==> config.mk <==
export PLATFORM = sky130hd
export DESIGN_NAME = wts_seq
export DESIGN_NICKNAME = d
export VERILOG_FILES = /design/src/wts_pkg.sv /design/src/wts_seq.sv /design/src/wts_pipe.sv
export SDC_FILE = /design/constraint.sdc
export NUM_CORES = 1
export LEC_CHECK = 0
export ABC_CLOCK_PERIOD_IN_PS = 6000
export BUFFER_PORTS_ARGS = -buffer_cell sky130_fd_sc_hd__buf_2
export CAP_MARGIN = 5
export CORE_UTILIZATION = 45
export CTS_BUF_LIST = sky130_fd_sc_hd__clkbuf_4 sky130_fd_sc_hd__clkbuf_8 sky130_fd_sc_hd__clkbuf_16
export CTS_CLUSTER_DIAMETER = 200
export DETAILED_ROUTE_END_ITERATION = 12
export GPL_ROUTABILITY_DRIVEN = 0
export PLACE_DENSITY_LB_ADDON = 0.12
export SYNTH_ARGS = -nofsm -noshare
export SYNTH_HDL_FRONTEND = slang
export SYNTH_SLANG_ARGS = --single-unit
==> constraint.sdc <==
create_clock -name sys_clk -period 6 [get_ports sys_clk]
set_input_delay 1.5 -clock sys_clk [delete_from_list [all_inputs] [get_ports sys_clk]]
set_output_delay 1.5 -clock sys_clk [all_outputs]
set_load 0.01 [all_outputs]
==> src/wts_pkg.sv <==
// Package for the waveform trigger sequencer: constants, modes, register map
package wts_pkg;
  localparam int unsigned ADDR_W = 20;
  localparam logic [ADDR_W-1:0] DEPTH_STD = 20'h3ffff;
  localparam logic [ADDR_W-1:0] DEPTH_OPT = 20'hfffff;
  localparam logic [ADDR_W-1:0] MIN_SEG_LEN = 20'h00040;
  localparam int unsigned BURST_W = 13;
  localparam logic [BURST_W-1:0] BURST_MAX = 13'h1000;
  localparam int unsigned DELAY_W = 32;
  localparam int unsigned PIPE_STAGES = 5;
  localparam int unsigned CLK_PERIOD_PS = 8000;
  localparam int unsigned PATH_DELAY_PS = 35000;
  localparam int unsigned PATH_DELAY_CYC = PATH_DELAY_PS / CLK_PERIOD_PS;
  localparam int unsigned SAMPLE_W = 8;

  localparam int unsigned REG_AW = 4;
  localparam logic [REG_AW-1:0] REG_CTRL = 4'h0;
  localparam logic [REG_AW-1:0] REG_SEG_START = 4'h1;
  localparam logic [REG_AW-1:0] REG_SEG_LEN = 4'h2;
  localparam logic [REG_AW-1:0] REG_BURST = 4'h3;
  localparam logic [REG_AW-1:0] REG_DELAY = 4'h4;
  localparam logic [REG_AW-1:0] REG_CMD = 4'h5;
  localparam logic [REG_AW-1:0] REG_STATUS = 4'h6;
  localparam logic [REG_AW-1:0] REG_LATENCY = 4'h7;

  // Control register fields
  localparam int unsigned CTRL_MODE_LSB = 0;
  localparam int unsigned CTRL_SLOPE_BIT = 2;
  localparam int unsigned CTRL_BIGMEM_BIT = 3;
  localparam int unsigned CTRL_RUN_BIT = 4;
  // Command register bits
  localparam int unsigned CMD_TRIG_BIT = 0;
  localparam int unsigned CMD_INC_BIT = 1;
  localparam int unsigned CMD_DEC_BIT = 2;
  localparam logic [31:0] CTRL_RESET = 32'h0000_0000;

  typedef enum logic [1:0] {
    WTS_CONT = 2'b00,
    WTS_SINGLE = 2'b01,
    WTS_BURST = 2'b10,
    WTS_GATED = 2'b11
  } wts_mode_t;

  typedef enum logic [1:0] {
    WTS_IDLE = 2'b00,
    WTS_DELAY = 2'b01,
    WTS_PLAY = 2'b10
  } wts_state_t;

  typedef struct packed {
    logic [REG_AW-1:0] addr;
    logic [31:0] wdata;
    logic wr;
    logic rd;
  } wts_bus_req_t;

  typedef struct packed {
    logic valid;
    logic [ADDR_W-1:0] addr;
    logic [SAMPLE_W-1:0] data;
  } wts_sample_t;

  function automatic logic [ADDR_W-1:0] wts_clamp_depth(input logic [ADDR_W-1:0] v,
                                                         input logic big);
    logic [ADDR_W-1:0] lim;
    lim = big ? DEPTH_OPT : DEPTH_STD;
    return (v > lim) ? lim : v;
  endfunction
endpackage

==> src/wts_seq.sv <==
// Trigger and playback sequencer top
//
// Added by the designer: the address map and the address-and-strobe port.
`timescale 1ns/1ps
// Functional notes
// - Single: one repetition per accepted trigger
// - Single: triggers during playback discarded
// - Burst: programmed repetitions per trigger
// - Burst count up to 4096
// - Burst: triggers ignored until count done
// - Gated: start on gate leading edge
// - Gated: finish current cycle after trailing edge
// - Latency: five clocks plus fixed path
// - Delay counted in whole sample clocks
// - Panel step changes delay one clock
// - Inherent delay constant, readable by software
// - Manual, external or remote trigger sources
// - Segments shorter than 64 rejected
// - Segment length in single-point steps
// - Addressing spans 256k or 1M
module wts_seq import wts_pkg::*; (
  // Clock and reset
  input wire logic sys_clk,
  input wire logic resetn,
  // Register port
  input wire logic [REG_AW-1:0] reg_addr,
  input wire logic [31:0] reg_wdata,
  input wire logic reg_wr,
  input wire logic reg_rd,
  output logic [31:0] reg_rdata,
  // Trigger sources and panel delay steps
  input wire logic manual_trig,
  input wire logic ext_trig,
  input wire logic delay_up,
  input wire logic delay_down,
  // Sample memory
  output logic [ADDR_W-1:0] mem_addr,
  input wire logic [SAMPLE_W-1:0] mem_data,
  // Converter side
  output logic [SAMPLE_W-1:0] dac_data,
  output logic dac_valid,
  output logic busy
);
  logic [31:0] ctrl_q, ctrl_d;
  logic [ADDR_W-1:0] seg_start_q, seg_start_d;
  logic [ADDR_W-1:0] seg_len_q, seg_len_d;
  logic [BURST_W-1:0] burst_q, burst_d;
  logic [DELAY_W-1:0] delay_q, delay_d;
  logic [31:0] rdata_q, rdata_d;
  logic len_err_q, len_err_d;
  logic trig_seen_q, trig_seen_d;
  logic ext_q, man_q, gate_q;

  wts_state_t state_q, state_d;
  logic [DELAY_W-1:0] dcnt_q, dcnt_d;
  logic [ADDR_W-1:0] pos_q, pos_d;
  logic [BURST_W-1:0] reps_q, reps_d;
  logic rd_valid_q, rd_valid_d;
  logic [ADDR_W-1:0] rd_addr_q, rd_addr_d;

  wts_mode_t mode;
  logic slope_neg, big_mem, run_en, ext_lvl, ext_edge, man_edge, cmd_trig;
  logic trig, gate_rise, gate_fall, last_pt, seg_ok;
  wts_sample_t pipe_in, pipe_out;

  assign mode = wts_mode_t'(ctrl_q[CTRL_MODE_LSB +: 2]);
  assign slope_neg = ctrl_q[CTRL_SLOPE_BIT];
  assign big_mem = ctrl_q[CTRL_BIGMEM_BIT];
  assign run_en = ctrl_q[CTRL_RUN_BIT];
  assign ext_lvl = ext_trig ^ slope_neg;
  assign ext_edge = ext_lvl & ~ext_q;
  assign man_edge = manual_trig & ~man_q;
  assign cmd_trig = reg_wr && reg_addr == REG_CMD && reg_wdata[CMD_TRIG_BIT];
  assign trig = run_en & (ext_edge | man_edge | cmd_trig);
  // Gate follows the external input level, respecting the chosen polarity
  assign gate_rise = ext_lvl & ~gate_q;
  assign gate_fall = ~ext_lvl & gate_q;
  assign seg_ok = seg_len_q >= MIN_SEG_LEN;
  assign last_pt = pos_q == seg_len_q - 20'h00001;

  // Register and panel updates
  always_comb begin
    ctrl_d = ctrl_q;
    seg_start_d = seg_start_q;
    seg_len_d = seg_len_q;
    burst_d = burst_q;
    delay_d = delay_q;
    len_err_d = len_err_q;
    rdata_d = 32'h0000_0000;
    trig_seen_d = trig_seen_q | trig;
    if (reg_wr) begin
      unique case (reg_addr)
        REG_CTRL: ctrl_d = reg_wdata;
        REG_SEG_START: seg_start_d = wts_clamp_depth(reg_wdata[ADDR_W-1:0], big_mem);
        REG_SEG_LEN: begin
          // Short lengths are refused so playback never sees them
          if (reg_wdata[ADDR_W-1:0] >= MIN_SEG_LEN) begin
            seg_len_d = reg_wdata[ADDR_W-1:0];
          end else begin
            len_err_d = 1'b1;
          end
        end
        REG_BURST: begin
          if (reg_wdata[BURST_W-1:0] != '0 && reg_wdata[BURST_W-1:0] <= BURST_MAX) begin
            burst_d = reg_wdata[BURST_W-1:0];
          end
        end
        REG_DELAY: delay_d = reg_wdata;
        REG_CMD: begin
          // Saturate like the panel path so a step never wraps the delay
          if (reg_wdata[CMD_INC_BIT] && delay_q != '1) delay_d = delay_q + 32'h1;
          if (reg_wdata[CMD_DEC_BIT] && delay_q != '0) delay_d = delay_q - 32'h1;
        end
        default: ;
      endcase
    end
    if (delay_up && delay_q != '1) delay_d = delay_q + 32'h1;
    else if (delay_down && delay_q != '0) delay_d = delay_q - 32'h1;
    if (reg_rd) begin
      unique case (reg_addr)
        REG_CTRL: rdata_d = ctrl_q;
        REG_SEG_START: rdata_d = 32'(seg_start_q);
        REG_SEG_LEN: rdata_d = 32'(seg_len_q);
        REG_BURST: rdata_d = 32'(burst_q);
        REG_DELAY: rdata_d = delay_q;
        REG_STATUS: rdata_d = {26'h0, len_err_q, trig_seen_q, 2'b00, state_q};
        // Constant fixed latency so software can subtract it
        REG_LATENCY: rdata_d = 32'(PIPE_STAGES + PATH_DELAY_CYC);
        default: rdata_d = 32'h0000_0000;
      endcase
      if (reg_addr == REG_STATUS) begin
        len_err_d = 1'b0;
        trig_seen_d = trig;
      end
    end
  end

  always_ff @(posedge sys_clk or negedge resetn) begin
    if (!resetn) begin
      ctrl_q <= CTRL_RESET;
      seg_start_q <= '0;
      seg_len_q <= MIN_SEG_LEN;
      burst_q <= 13'h0001;
      delay_q <= '0;
      rdata_q <= '0;
      len_err_q <= 1'b0;
      trig_seen_q <= 1'b0;
      ext_q <= 1'b0;
      man_q <= 1'b0;
      gate_q <= 1'b0;
    end else begin
      ctrl_q <= ctrl_d;
      seg_start_q <= seg_start_d;
      seg_len_q <= seg_len_d;
      burst_q <= burst_d;
      delay_q <= delay_d;
      rdata_q <= rdata_d;
      len_err_q <= len_err_d;
      trig_seen_q <= trig_seen_d;
      ext_q <= ext_lvl;
      man_q <= manual_trig;
      gate_q <= ext_lvl;
    end
  end

  assign reg_rdata = rdata_q;

  // Playback sequencer
  always_comb begin
    state_d = state_q;
    dcnt_d = dcnt_q;
    pos_d = pos_q;
    reps_d = reps_q;
    unique case (state_q)
      WTS_IDLE: begin
        pos_d = '0;
        if (run_en && seg_ok) begin
          if (mode == WTS_CONT) begin
            state_d = WTS_PLAY;
          end else if ((mode == WTS_GATED) ? gate_rise : trig) begin
            reps_d = (mode == WTS_BURST) ? burst_q : 13'h0001;
            dcnt_d = delay_q;
            state_d = (delay_q == '0) ? WTS_PLAY : WTS_DELAY;
          end
        end
      end
      WTS_DELAY: begin
        // Triggers in this state are simply dropped
        dcnt_d = dcnt_q - 32'h1;
        if (dcnt_q == 32'h1) state_d = WTS_PLAY;
      end
      WTS_PLAY: begin
        // Triggers never restart or queue here
        pos_d = pos_q + 20'h00001;
        if (last_pt) begin
          pos_d = '0;
          unique case (mode)
            WTS_CONT: state_d = run_en ? WTS_PLAY : WTS_IDLE;
            WTS_GATED: state_d = (ext_lvl && run_en) ? WTS_PLAY : WTS_IDLE;
            default: begin
              reps_d = reps_q - 13'h0001;
              if (reps_q == 13'h0001) state_d = WTS_IDLE;
            end
          endcase
        end
      end
      default: state_d = WTS_IDLE;
    endcase
    rd_valid_d = state_q == WTS_PLAY;
    rd_addr_d = wts_clamp_depth(seg_start_q + pos_q, big_mem);
  end

  always_ff @(posedge sys_clk or negedge resetn) begin
    if (!resetn) begin
      state_q <= WTS_IDLE;
      dcnt_q <= '0;
      pos_q <= '0;
      reps_q <= '0;
      rd_valid_q <= 1'b0;
      rd_addr_q <= '0;
    end else begin
      state_q <= state_d;
      dcnt_q <= dcnt_d;
      pos_q <= pos_d;
      reps_q <= reps_d;
      rd_valid_q <= rd_valid_d;
      rd_addr_q <= rd_addr_d;
    end
  end

  assign mem_addr = rd_addr_q;
  assign busy = state_q != WTS_IDLE;
  assign pipe_in = '{valid: rd_valid_q, addr: rd_addr_q, data: mem_data};

  // Fixed depth keeps trigger latency deterministic per rate
  wts_pipe #(.STAGES(PIPE_STAGES)) u_pipe (
    .sys_clk(sys_clk),
    .resetn(resetn),
    .in_s(pipe_in),
    .out_s(pipe_out)
  );

  assign dac_data = pipe_out.data;
  assign dac_valid = pipe_out.valid;
endmodule // wts_seq

==> src/wts_pipe.sv <==
// Fixed-length sample pipeline toward the output converter
`timescale 1ns/1ps
module wts_pipe import wts_pkg::*; #(
  parameter int unsigned STAGES = PIPE_STAGES
) (
  // Clock and reset
  input wire logic sys_clk,
  input wire logic resetn,
  // Stream
  input wire wts_sample_t in_s,
  output wts_sample_t out_s
);
  wts_sample_t stage_q [STAGES];
  wts_sample_t stage_d [STAGES];

  always_comb begin
    stage_d[0] = in_s;
    for (int i = 1; i < STAGES; i++) begin
      stage_d[i] = stage_q[i-1];
    end
  end

  always_ff @(posedge sys_clk or negedge resetn) begin
    if (!resetn) begin
      for (int i = 0; i < STAGES; i++) begin
        stage_q[i] <= '0;
      end
    end else begin
      for (int i = 0; i < STAGES; i++) begin
        stage_q[i] <= stage_d[i];
      end
    end
  end

  assign out_s = stage_q[STAGES-1];
endmodule // wts_pipe

## After elaboration in Yosys (flattened, before gate mapping)

Cells that the tools add are included.

| storage, ports and cells | value |
|---|---|
| logic and storage cells | 143 |
| output and inout port bits | 62 |
| bits in registers | 286 |

| cells by class | value |
|---|---|
| order comparisons | 5 |
| $add $sub $neg | 7 |
| equality and inequality tests | 24 |
| multiplexer cells | 43 |
| reductions and logical operators | 29 |
| bitwise logic cells | 9 |

Operators with widths:

| operator | number |
|---|---|
| 32-bit two-way mux | 9 |
| 32-bit case mux with 7 select lines | 1 |
| 32-bit case mux with 2 select lines | 2 |
| 20-bit two-way mux | 4 |
| 13-bit two-way mux | 6 |
| 32-bit by 1-bit subtractor with 32-bit output (second input constant) | 2 |
| 20-bit by 7-bit >= comparator with 1-bit output (second input constant) | 2 |
| 20-bit > comparator | 2 |
| 20-bit case mux with 2 select lines | 1 |
| 32-bit by 1-bit adder with 32-bit output (second input constant) | 1 |
| 32-bit by 1-bit == test with 1-bit output (second input constant) | 1 |
| 32-bit zero test | 1 |
| 32-bit inequality test (second input constant) | 1 |
| 32-bit nonzero test | 1 |
| 13-bit case mux with 2 select lines | 1 |
| 20-bit by 1-bit adder with 20-bit output (second input constant) | 1 |
| 20-bit adder | 1 |
| 20-bit == test | 1 |
| 20-bit by 1-bit subtractor with 20-bit output (second input constant) | 1 |
| 2-bit two-way mux | 9 |
| 4-bit by 3-bit == test with 1-bit output (second input constant) | 4 |
| 13-bit by 1-bit == test with 1-bit output (second input constant) | 1 |
| 13-bit less-or-equal comparator (second input constant) | 1 |
| 13-bit nonzero test | 1 |
| other kinds (29) | 62 |

## Depth between registers and ports, before layout

| depth | value |
|---|---|
| depth in word-level cells | 10 |
| mapped depth | 19 |

## Modules after synthesis

Synthesis repeated with hierarchy kept, for this count alone.

| second synthesis, totals | value |
|---|---|
| cells, all modules | 1,810 |
| area total of the unflattened synthesis | 18,372.6 um^2 |

Modules (own cells, without submodules):

| module | cells an instance | times used | seq. area each (um^2) | area an instance (um^2) |
|---|---|---|---|---|
| wts_seq | 1,665 | 1 | 6,033.3 | 14,744.1 |
| wts_pipe | 145 | 1 | 3,628.5 | 3,628.5 |

## Worst setup path after synthesis

OpenSTA, ideal clock, no wires.

| timing | value |
|---|---|
| kind | register -> register |
| start point | register pos_q[0] |
| end point | register rd_addr_q[18], in the netlist mem_addr[18] |
| slack | 1.953 ns |
| arrival time | 3.919 ns |
| buffers on the path | 1 |
| stages on the path, launching flop included | 20 |
| cell sequence | dfrtp_1 -> ha_1 -> fa_1 -> a21o_1 -> o2bb2ai_1 -> o22ai_1 -> o21ai_1 -> a211oi_1 -> o21bai_1 -> a21oi_1 -> xnor2_1 -> ha_1 -> nand4_1 -> nor3_1 -> nand3_1 -> nor4b_1 -> nand4_1 -> o21ai_1 -> buf_2 -> mux2_1 |

| on the way | value |
|---|---|
| longest elaborated chain between the ends | 3 |

RTL lines:

| element | RTL line | RTL |
|---|---|---|
| start, declared | wts_seq.sv:56 | `logic [ADDR_W-1:0] pos_q, pos_d;` |
| start signal, assigned | wts_seq.sv:224 | `pos_q <= pos_d;` |
| 20-bit adder * | wts_seq.sv:210 | `rd_addr_d = wts_clamp_depth(seg_start_q + pos_q, big_mem);` |
| 20-bit > comparator | wts_pkg.sv:67 | `return (v > lim) ? lim : v;` |
| 20-bit two-way mux * | wts_pkg.sv:67 |  |
| via rd_addr_d[18] | wts_seq.sv:59 | `logic [ADDR_W-1:0] rd_addr_q, rd_addr_d;` |
| end signal, assigned | wts_seq.sv:227 | `rd_addr_q <= rd_addr_d;` |
| end, declared | wts_seq.sv:59 |  |

Mark *: on every way through the listed nets, which the timed path passes. The rest lies on a longest branch.
A chain may end at the register's enable or synchronous reset.

## Worst setup path in the final report

| timing | value |
|---|---|
| start point | register pos_q[0] |
| end point | register rd_addr_q[19], in the netlist mem_addr[19] |

The elaborated chain is that of the path after synthesis.

==> results_dict.tcl <==
set metrics [dict create \
    dieArea_um2 35950 \
    portBuffers 113 \
    power.density_nw_per_um2 351.2 \
    place_ws_ps 1103 \
    synthDistinctLibCells 88 \
    syn_to_final_growth_pct 12.13 \
    worst_pin_slew_ps 1239 \
    tns_ps 0 \
    ios 114 \
    finalMaxSlewViolations 0 \
    antenna_found_initial 0 \
    crit_type "register to register" \
    core_area_um2 34630 \
    cp_slowest_stage_delay_ps 630 \
    cts_tree "done" \
    outcome "completed" \
    grt_pass1_wl_um 77670 \
    cts_resized 0 \
    yosysWarnings 0 \
    layout_setup_ws_ps 1052 \
    drt_iter0_drc 1485 \
    cts.sinks 286 \
    cts_root_buf "clkbuf_16" \
    dp_hpwl_um 35090 \
    synth.largest_area_cell "dfrtp_1" \
    cpLargestDelayFamily "compound AO/OA/AOI/OAI gates" \
    die_h_um 189.6 \
    cap_violations 0 \
    synth.avg_cell_area_um2 9.438 \
    final_common_cell "dfrtp_1" \
    fmax_mhz 202.1 \
    vdd_drop_max_mv 0.2513 \
    cts_buffers 34 \
    synth-edff-count 0 \
    viasPerCell 6.168 \
    crit_fanout 11 \
    netlist_area_um2 15840 \
    synthCells 1678 \
    filler_cell_count 3183 \
    dr.pass1.iters 6 \
    drc_errors 0 \
    min_to "u_pipe.stage_d[4]$_DFF_PN0_" \
    leakage_nw 7.396 \
    grt_pass1_vias 13060 \
    num_rows 68 \
    finalSetupViolations 0 \
    r2r_end "mem_addr[19]$_DFF_PN0_" \
    postRouteAntennaNets 0 \
    cts_setup_buffers 0 \
    hold_violations 0 \
    yosys-top-cells-area "dfrtp_1, mux2_2, nor2_1, a21oi_1, nand2_1" \
    path_buf_inv 0 \
    track_usage_pct 27.95 \
    postCtsHoldBufs 0 \
    hold_class "register to register" \
    reg2reg_from "pos_q[0]$_DFFE_PN0P_" \
    drive_above_1_share_pct 17.05 \
    wl_um 49630 \
    wl_per_cell_um 22.53 \
    critPathSlowestCell "o21ai_1" \
    n_antenna_cell 0 \
    ys_ff_latch 286 \
    end_kind "register" \
    startpoint_type "register" \
    crit_path_start "pos_q[0]$_DFFE_PN0P_" \
    cts.clk_slew.worst_paths_ps 60 \
    min_path_cells 0 \
    ys.flop_type "dfrtp_1" \
    relSlewSlack_pct 17.37 \
    yosys.area.top_type_share_pct 44.87 \
    finalCritPeriodShare_pct 82.47 \
    final_cell_mix "dfrtp_1, nor2_1, nand2_1" \
    clk_latency_ps 530 \
    ys_seq_area_share_pct 45.20 \
    period_minus_slack_ps 4948 \
    final_core_util_pct 51.28 \
    fin_skew_ps 25.62 \
    grt-ovfl-total 0 \
    cp.arrival_ps 5360 \
    reg2reg_depth 18 \
    initial_utilization_pct 45.74 \
    grt_start_max_net_pins 123 \
    grt_setup_unrepaired "false" \
    fp.dieW_um 189.6 \
    cts_buffer_depth 3 \
    synthArstFlopShare_pct 100.0 \
    crit_chain "ha_1 -> fa_1 -> a21o_1 -> o2bb2ai_1 -> o22ai_1 -> o21ai_1 -> a211oi_1 -> o21bai_1 -> a21oi_1 -> xnor2_1 -> ha_1 -> nand4_1 -> nor3_1 -> nand3_1 -> nor4b_1 -> nand4_1 -> o21ai_1 -> mux2_2" \
    worstHoldStart "u_pipe.stage_d[33]$_DFF_PN0_" \
    crit_required_ps 6410 \
    cts.htree.levels 2 \
    via_count 13590 \
    r2r_slack_ps 1050 \
    syn_nets 1767 \
    nets 1813 \
]
[final cells by class]
| cell class | count | area, µm² | share of cell area [%] |
|---|---|---|---|
| Multi-Input combinational cell | 1237 | 8021 | 45.17 |
| Sequential cell | 286 | 7159 | 40.32 |
| Clock buffer | 48 | 999.7 | 5.630 |
| Timing Repair Buffer | 138 | 775.7 | 4.368 |
| Tap cell | 455 | 569.3 | 3.206 |
| Clock inverter | 12 | 131.4 | 0.7398 |
| Inverter | 27 | 101.3 | 0.5707 |
[metal layers]
metal	global-route usage (%)	part of all wire, %	vias to the layer above
li1	-	-	6253
met1	40.92	45	6722
met2	42.80	45	529
met3	3.579	6.6	85
met4	8.933	2.8	0
met5	0	0	-
[metrics by stage]
stage / std cells / power (W) / instance area, µm² / hold WS (ps)
finish: 2203 / 0.006236 / 17760 / 344.0
global route: 2203 / 0.006547 / 17760 / 349.9
CTS: 2203 / 0.006266 / 17760 / 346.9
detailed placement: 2143 / 0.004156 / 16630 / 334.7
global placement: 2143 / 0.004137 / 16630 / 331.1
floorplan: 1678 / 0.003634 / 15840 / 331.2
[cell families (layout without fill, tap and decap cells)]
| family | after synthesis | in the layout | share of synthesized area, % |
|---|---|---|---|
| compound gates | 466 | 466 | 19.57 |
| xor+xnor | 67 | 67 | 3.753 |
| fa+ha+maj | 37 | 37 | 2.970 |
| buf+inv | 155 | 225 | 4.385 |
| flops | 286 | 286 | 45.20 |
| mux | 81 | 81 | 5.649 |
| simple gates | 586 | 586 | 18.47 |
[worst max path at each step]
stage | end | slack (ps) | depth (start not counted)
after global routing | mem_addr[19]$_DFF_PN0_ | 560 | 18
after floorplan | mem_addr[18]$_DFF_PN0_ | 1950 | 19
after CTS | mem_addr[19]$_DFF_PN0_ | 1060 | 18
after detailed placement | mem_addr[19]$_DFF_PN0_ | 1100 | 18
after global placement | mem_addr[19]$_DFF_PN0_ | 1230 | 18
final | mem_addr[19]$_DFF_PN0_ | 1050 | 18
[where the power goes]
group | internal (W) | switching (W)
clock network | 0.00125 | 0.000831
registers | 0.00221 | 0.000394
logic | 0.000627 | 0.000918
[synth_stat cells (all sizes together) (12+ instances only)]
cell type  number
nand2b         13
a22oi          55
nand3          76
or4            12
buf            55
xor2           24
a22o           17
a31oi          18
nand4          16
inv            27
a21oi         104
a21o           15
and3           23
a211oi         18
o21ai         126
and2           12
ha             36
or3            20
dfrtp         284
o211ai         15
clkbuf         73
nor2          160
mux2           67
nor3           56
nand2         128
xnor2          43
nor4           27
mux2i          14
[sequential cells by signal, summed over array words and instances (netlist names), 2 cells and up]
register / cells
mem_addr: 20
reps_q: 13
seg_len_q: 20
pos_q: 20
state_q: 2
dcnt_q: 32
burst_q: 13
ctrl_q: 32
seg_start_q: 20
reg_rdata: 32
delay_q: 32
u_pipe.out_s: 9
u_pipe.stage_d: 36
Power figures use the tool's default switching activity.
